$ cat src/common/pause_flow_pkg.sv
// Functional notes
// The client raises one maximum-length pause request when its FIFO passes the upper threshold.
// The client raises one zero-length pause request when its FIFO falls below the lower threshold.
// A received zero-length pause ends any pause still running and transmission resumes at once.
// A received maximum-length pause stops the handing out of transmit frames.
// The client re-arms after a cancel so that the pause and cancel pair can repeat.
// All transmit logic runs on one shared transmit clock that several instances may share.
// Receive timing is taken from this instance's own receive path and from no shared domain. Here receive runs on the shared mclk instead.
// With a single-clock line-side partner, transmit and receive run on one system clock.
// After the evaluation timeout the transmit ready stays low and no inbound frame is recognised.
// At most one pause request is held, and it carries the most recently sampled duration.
// The pause duration is a 16-bit count of quanta of 512 bit times, 51.2 ns each.
// The client keeps a paused flag so each threshold crossing asks only once.
// The client shows the duration in the same cycle as its one-cycle request strobe.
package pause_flow_pkg;

  localparam int QUANTA_W = 16;

  // Quantum length and clock period in picoseconds
  localparam int QUANTUM_PS = 51200;
  localparam int CLK_PS     = 4000;
  // Least time, so rounded up to whole cycles
  localparam int QUANTUM_CYC = (QUANTUM_PS + CLK_PS - 1) / CLK_PS;
  localparam logic [4:0] QUANTUM_LAST = 5'(QUANTUM_CYC - 1);

  localparam logic [QUANTA_W-1:0] PAUSE_MAX  = 16'hffff;
  localparam logic [QUANTA_W-1:0] PAUSE_NONE = 16'h0000;

  // Default evaluation lifetime in cycles, shortened freely in simulation
  localparam logic [31:0] EVAL_LIFETIME = 32'hffff_ffff;

  // A pause command: strobe plus duration in quanta
  typedef struct packed {
    logic                valid;
    logic [QUANTA_W-1:0] quanta;
  } pause_cmd_type;

endpackage

$ cat src/design/pause_flow_ctrl.sv
`timescale 1ns/1ps
`default_nettype none
module pause_flow_ctrl #(
  parameter logic [31:0] EVAL_CYCLES = pause_flow_pkg::EVAL_LIFETIME // Evaluation lifetime
) (
  input  wire logic                          mclk,         // Shared system clock
  input  wire logic                          sys_rst,      // Sync reset, active high
  input  wire pause_flow_pkg::pause_cmd_type pauseReq,     // Client pause request
  input  wire logic                          txFrameBusy,  // MAC sending a frame
  input  wire pause_flow_pkg::pause_cmd_type rxPause,      // Decoded inbound pause
  input  wire logic                          evalBuild,    // Evaluation build enabled
  output pause_flow_pkg::pause_cmd_type      pauseFrame,   // Pause frame launch
  output logic                               txReady,      // Client transmit ready
  output logic                               txInhibit,    // Partner pause running
  output logic                               rxRecognise,  // Inbound pause acted on
  output logic                               evalExpired   // Evaluation timed out
);

  // Pending pause request and its latest duration
  logic                                      pending;
  logic [pause_flow_pkg::QUANTA_W-1:0]       pendingQuanta;
  logic                                      launch;
  logic [pause_flow_pkg::QUANTA_W-1:0]       quantaLeft;
  logic [4:0]                                quantumCnt;
  logic [31:0]                               evalCnt;
  logic                                      rxAccept;

  // Transmit and receive share mclk, so no domain crossing is needed; receive has no clock of its own, though R7 asks for its own receive timing
  assign launch   = pending && !txFrameBusy;
  assign rxAccept = rxPause.valid && !evalExpired;

  // Only one request is held; a later strobe overwrites the duration
  always_ff @(posedge mclk) begin
    if (sys_rst) begin
      pending       <= 1'b0;
      pendingQuanta <= pause_flow_pkg::PAUSE_NONE;
    end else if (pauseReq.valid) begin
      pending       <= 1'b1;
      pendingQuanta <= pauseReq.quanta;
    end else if (launch) begin
      pending       <= 1'b0;
    end
  end

  // Pause frame launch once the current frame finishes, even while inhibited
  always_ff @(posedge mclk) begin
    if (sys_rst) begin
      pauseFrame <= '0;
    end else begin
      pauseFrame.valid <= launch;
      if (launch) begin
        pauseFrame.quanta <= pendingQuanta;
      end
    end
  end

  // Quantum timer: one quantum is QUANTUM_CYC clock cycles
  always_ff @(posedge mclk) begin
    if (sys_rst || rxAccept || quantaLeft == pause_flow_pkg::PAUSE_NONE) begin
      quantumCnt <= 5'h00;
    end else if (quantumCnt == pause_flow_pkg::QUANTUM_LAST) begin
      quantumCnt <= 5'h00;
    end else begin
      quantumCnt <= quantumCnt + 5'h01;
    end
  end

  // Remaining pause; a new pause replaces it, zero cancels at once
  always_ff @(posedge mclk) begin
    if (sys_rst) begin
      quantaLeft <= pause_flow_pkg::PAUSE_NONE;
    end else if (rxAccept) begin
      quantaLeft <= rxPause.quanta;
    end else if (quantaLeft != pause_flow_pkg::PAUSE_NONE
                 && quantumCnt == pause_flow_pkg::QUANTUM_LAST) begin
      quantaLeft <= quantaLeft - 16'h0001;
    end
  end

  // Evaluation lifetime counter; once expired only a reset revives it
  always_ff @(posedge mclk) begin
    if (sys_rst) begin
      evalCnt     <= 32'h0000_0000;
      evalExpired <= 1'b0;
    end else if (evalBuild && !evalExpired) begin
      evalCnt <= evalCnt + 32'h0000_0001;
      if (evalCnt == EVAL_CYCLES - 32'h0000_0001) begin
        evalExpired <= 1'b1;
      end
    end
  end

  // Client ready: held off by partner pause, pending pause frame or timeout
  assign txInhibit   = quantaLeft != pause_flow_pkg::PAUSE_NONE;
  assign txReady     = !txInhibit && !pending && !evalExpired;
  assign rxRecognise = rxAccept;

  // Checks
  a_req_held: assert property (@(posedge mclk) disable iff (sys_rst)
    pauseReq.valid |=> pending && pendingQuanta == $past(pauseReq.quanta))
    else $error("pause request not held");
  a_launch_value: assert property (@(posedge mclk) disable iff (sys_rst)
    pending && !txFrameBusy && !pauseReq.valid |=> pauseFrame.valid
      && pauseFrame.quanta == $past(pendingQuanta) ##1 !pauseFrame.valid || pending)
    else $error("pause frame wrong value");
  a_no_launch_busy: assert property (@(posedge mclk) disable iff (sys_rst)
    txFrameBusy |=> !pauseFrame.valid)
    else $error("pause frame cut into a frame");
  a_cancel_now: assert property (@(posedge mclk) disable iff (sys_rst)
    rxAccept && rxPause.quanta == 16'h0000 |=> !txInhibit && (txReady || pending || evalExpired))
    else $error("zero pause did not cancel");
  a_max_stops: assert property (@(posedge mclk) disable iff (sys_rst)
    rxAccept && rxPause.quanta == 16'hffff |=> (!txReady)[*8])
    else $error("max pause did not stop tx");
  // A one-quantum pause inhibits for 13 cycles after acceptance, then ends
  a_one_quantum: assert property (@(posedge mclk) disable iff (sys_rst)
    rxAccept && rxPause.quanta == 16'h0001 ##1 (!rxPause.valid)[*8]
      ##1 (!rxPause.valid)[*5] |-> txInhibit ##1 !txInhibit)
    else $error("quantum length wrong");
  a_expired_dead: assert property (@(posedge mclk) disable iff (sys_rst)
    evalExpired |=> evalExpired && !txReady && !rxRecognise)
    else $error("activity after timeout");
  a_quanta_step: assert property (@(posedge mclk) disable iff (sys_rst)
    txInhibit && !rxAccept && quantumCnt != 5'h0c |=> quantaLeft == $past(quantaLeft))
    else $error("quantum counted early");

  c_pause_sent: cover property (@(posedge mclk) disable iff (sys_rst)
    pauseFrame.valid && pauseFrame.quanta == 16'hffff);
  c_cancel_rx: cover property (@(posedge mclk) disable iff (sys_rst)
    txInhibit ##1 rxAccept && rxPause.quanta == 16'h0000);
  c_req_merge: cover property (@(posedge mclk) disable iff (sys_rst)
    pauseReq.valid && pending && txFrameBusy);
  c_expire: cover property (@(posedge mclk) disable iff (sys_rst) $rose(evalExpired));

  // Cycles since the last accepted maximum pause, saturating at the top.
  // Zero means no maximum pause is known to be running. A later accepted
  // pause of any length restarts or clears the count, since it replaces
  // whatever time was left of the earlier one.
  logic [7:0] maxRun;

  // Helper count for the long maximum-pause check
  always_ff @(posedge mclk) begin
    if (sys_rst) begin
      maxRun <= 8'h00;
    end else if (rxAccept) begin
      if (rxPause.quanta == pause_flow_pkg::PAUSE_MAX) begin
        maxRun <= 8'h01;
      end else begin
        maxRun <= 8'h00;
      end
    end else if (maxRun != 8'h00 && maxRun != 8'hff) begin
      maxRun <= maxRun + 8'h01;
    end
  end

  // Further checks on the inhibit path.
  // A maximum pause lasts far longer than the helper count can reach,
  // so transmit must stay held off for the whole counted stretch.
  a_max_long: assert property (@(posedge mclk) disable iff (sys_rst)
    maxRun != 8'h00 && maxRun != 8'hff |-> !txReady && txInhibit)
    else $error("max pause ended early");

  // While the partner pause runs the client never sees ready
  a_ready_inhibit: assert property (@(posedge mclk) disable iff (sys_rst)
    txInhibit |-> !txReady)
    else $error("ready during inhibit");

  // An accepted pause replaces the remaining time at the next edge
  a_inhibit_load: assert property (@(posedge mclk) disable iff (sys_rst)
    rxAccept |=> quantaLeft == $past(rxPause.quanta))
    else $error("pause time not loaded");

  // The quantum divider never runs past its last count
  a_cnt_range: assert property (@(posedge mclk) disable iff (sys_rst)
    quantumCnt <= pause_flow_pkg::QUANTUM_LAST)
    else $error("quantum counter out of range");

  // Further checks on the request path.
  // A launch without a fresh strobe empties the single request slot.
  a_pend_clear: assert property (@(posedge mclk) disable iff (sys_rst)
    launch && !pauseReq.valid |=> !pending)
    else $error("request slot not emptied");

  // A held request keeps ready low so the pause frame goes first
  a_pend_ready: assert property (@(posedge mclk) disable iff (sys_rst)
    pending |-> !txReady)
    else $error("ready while pause pending");

  // Further checks on the evaluation lifetime.
  // Inbound pauses are never acted on once the lifetime has run out.
  a_rx_dead: assert property (@(posedge mclk) disable iff (sys_rst)
    evalExpired |-> !rxRecognise)
    else $error("pause recognised after timeout");

  // Without the evaluation build the lifetime never expires
  a_eval_idle: assert property (@(posedge mclk) disable iff (sys_rst)
    !evalBuild && !evalExpired |=> !evalExpired)
    else $error("expired without evaluation build");

  // A cancel that arrives while a maximum pause runs
  c_max_cancel: cover property (@(posedge mclk) disable iff (sys_rst)
    maxRun != 8'h00 && rxAccept && rxPause.quanta == 16'h0000);

endmodule
`default_nettype wire

$ cat config.mk
export PLATFORM = sky130hd
export DESIGN_NAME = pause_flow_ctrl
export DESIGN_NICKNAME = d
export VERILOG_FILES = /design/src/common/pause_flow_pkg.sv /design/src/design/pause_flow_ctrl.sv
export SDC_FILE = /design/constraint.sdc
export NUM_CORES = 1
export LEC_CHECK = 0
export ABC_AREA = 1
export BUFFER_PORTS_ARGS = -buffer_cell sky130_fd_sc_hd__buf_2
export CAP_MARGIN = 20
export CORE_UTILIZATION = 50
export CTS_CLUSTER_DIAMETER = 50
export DETAILED_ROUTE_END_ITERATION = 8
export PLACE_DENSITY = 0.78
export SYNTH_ARGS = -nofsm -noshare
export SYNTH_HDL_FRONTEND = slang
export SYNTH_SLANG_ARGS = --single-unit
$ cat constraint.sdc
create_clock -name mclk -period 4.4 [get_ports mclk]
set_input_delay 0.22 -clock mclk [delete_from_list [all_inputs] [get_ports mclk]]
set_output_delay 0.22 -clock mclk [all_outputs]
set_load 0.005 [all_outputs]
==> impl_metrics.ini <==
[critical_path]
path_cells = inv_1 > ha_1 > nand3_2 > nor2_4 > nand3_1 > or2_1 > nor3_1 > buf_2
crit_arrival_ps = 2080
worstSetupStartpointType = flip-flop
critical-path-top-delay-family = simple AND/OR/NAND/NOR gates
crit_type = flip-flop to output port
crit_fanout = 7
endpoint_kind = output port
critical_path_buf_inv_count = 2
slowest_delay_ps = 330
crit_slowest_cell = dfxtp_1
required_ps = 4180

[sta]
fmax_mhz = 434
relSlewSlack_pct = 36.3
worstMarginPinSlew_ps = 952
report.final.setup_viol = 0
slew_violations = 0
fin_setup_tns_ps = 0
layout_min_cycle_time_ps = 2300
hold_violations = 0
rsz0062_at_grt = false
finalCritPeriodShare_pct = 52.3
fin_ws_ps = 2100
fin_skew_ps = 10.1

[floorplanning]
ios = 59
rows = 33
start_util_pct = 52.3
die_w_um = 95.1
core_region_area_um2 = 8300
die_y_um = 95.1
die_area_um2 = 9050

[routing]
antenna_left = 0
drt-total-wl_um = 9280
vias = 4033
drt_iter0_markers = 218
drc = 0
routedWlPerCell_um = 11.4
vias_per_cell = 4.97
drtPass1Iterations = 4

[grt]
grt_use_met1_pct = 29.6
gr-usage-met3_pct = 3.91
met2_usage_pct = 37.1
grt_pass1_vias = 3753
grt_first_pass_wirelength_um = 16200
busiest_layer = met2
grt_max_degree = 70
grt_usage_pct = 22.3
antenna_found_initial = 0
grt_overflow_total = 0

[place]
placed_cell_area_um2 = 4680
place.port_buffers = 58
gp_congestion = 0.846
dp_hpwl_um = 6550
post-place-ws_ps = 2230

[final_layout]
area_growth_pct = 12.2
n_antenna_cell = 0
fin_area_um2 = 4870
fin_nets = 744
fin_util_pct = 58.7
drive_gt1_share_pct = 14.9

[logic_synthesis]
ys_types = 32
ys_warn_count = 0
syn-num-nets = 692
syn_area_per_cell_um2 = 6.68
synth-seq-cells = 88
syn_area_um2 = 4340
netlist_instances = 649
synth-seq-area-share_pct = 40.6

[clock_tree]
holdBufCountCts = 0
cts_setup_buffers = 0
cts_buffers = 9
cts.htree.levels = 3
cts_tree = built
post_cts_resized = 0
clock_latency_ps = 360
path_clk_slew_ps = 100
cts_buffer_depth = 2
cts_sinks = 88
cts_root_buf = clkbuf_8

[pwr]
powerDensity_nw_per_um2 = 328
peakVddDrop_mv = 0.206
p_leak_uw = 0.00222

[worst_hold_path]
hold_class = input port to flip-flop

[run]
maxCapViolations = 0

[run_status]
status = completed
synth_stat cells:
| cell type | count | area, µm² |
|---|---|---|
| inv_1 | 60 | 225 |
| ha_1 | 5 | 62.6 |
| xnor2_1 | 2 | 17.5 |
| buf_1 | 1 | 3.75 |
| o21a_1 | 1 | 7.51 |
| clkbuf_1 | 12 | 45.0 |
| nand3_4 | 2 | 35.0 |
| dfxtp_1 | 88 | 1760 |
| a21oi_1 | 22 | 110 |
| nand3b_1 | 1 | 7.51 |
| o21ai_0 | 60 | 300 |
| nand4_1 | 8 | 50.1 |
| clkinv_1 | 2 | 7.51 |
| nor3_4 | 1 | 16.3 |
| nor2_1 | 171 | 642 |
| and3_1 | 1 | 6.26 |
| or2_1 | 1 | 6.26 |
| inv_2 | 5 | 18.8 |
| nand2_4 | 2 | 22.5 |
| nand2_1 | 119 | 447 |
| o21bai_1 | 2 | 15.0 |
| buf_6 | 3 | 33.8 |
| nand3_2 | 3 | 30.0 |
| nor2_4 | 6 | 67.6 |
| mux2i_1 | 1 | 10.0 |
| nor3_1 | 12 | 60.1 |
| nand3_1 | 36 | 180 |
| xor2_1 | 6 | 52.6 |
| nor2_2 | 4 | 25.0 |
| nand2_2 | 6 | 37.5 |
| a31oi_1 | 3 | 18.8 |
| buf_2 | 3 | 15.0 |
logic make-up after synthesis:
logic type                 Yosys count  synth area share (%)
muxes                                1                 0.231
xor gates and xnor gates             8                  1.62
buffers and inverters               86                  8.05
DFF                                 88                  40.6
and+or+nand+nor                    373                  37.6
AOI/OAI and AO/OA                   88                  10.4
adders and majority gates            5                  1.44
registers in the layout, indices dropped and copies added, names as in the netlist:
register	count
evalCnt	32
evalExpired	1
pauseFrame	17
pending	1
pendingQuanta	16
quantaLeft	16
quantumCnt	5
final cells by class:
class,count,area (µm²)
sequential,88,1760
clock buffer,9,124
timing repair buffer,60,305
inverter,67,251
fill,766,3430
multi-input combinational,475,2230
clock inverter,7,67.6
tap,105,131
placed cells by master (no fill, tap or decap), types with 2 or more instances in the layout:
master and instances:
a21oi_1 22, a31oi_1 3, buf_2 58, buf_4 2
clkbuf_8 9, clkinv_1 2, dfxtp_1 88, ha_1 5
inv_1 60, inv_2 5, inv_6 2, inv_8 3
nand2_1 119, nand2_2 6, nand2_4 2, nand3_1 36
nand3_2 3, nand3_4 2, nand4_1 8, nor2_1 171
nor2_2 4, nor2_4 6, nor3_1 12, o21ai_0 60
o21bai_1 2, xnor2_1 2, xor2_1 6
through the flow:
stage	std cells	power [µW]	hold WS [ps]
CTS	811	1610	69.5
detailed placement	795	1060	448
floorplan	649	1010	355
global placement	795	1060	441
finish	811	1590	72.2
global route	811	1670	76.0
final timing paths:
path	startpoint	slack (ps)	end	cells past startpoint
max	quantaLeft[0]	2100	txReady	8
min	pauseReq[8]	70	pendingQuanta[8]	3
max reg2reg	pending	2150	pauseFrame[13]	5
min reg2reg	quantumCnt[0]	480	quantumCnt[0]	1
worst register-to-register path: stages (launching register included):
cell and delay [ps]:
dfxtp_1 370, inv_1 50, nor2_1 710, clkinv_1 700, nor2_1 260, nor2_1 70
power by group:
group	switching, µW	internal, µW	leakage, µW
logic	120	71.2	0.00140
clock network	326	222	0.0000962
registers	25.2	830	0.000720
metal layers:
layer  vias up  part of all wire [%]
met1      1775                    49
met2        92                    46
met4         0                  0.66
met3         7                   4.3
met5         -                     0
li1       2159                     -
No activity file was read; power rests on OpenSTA's default activity.
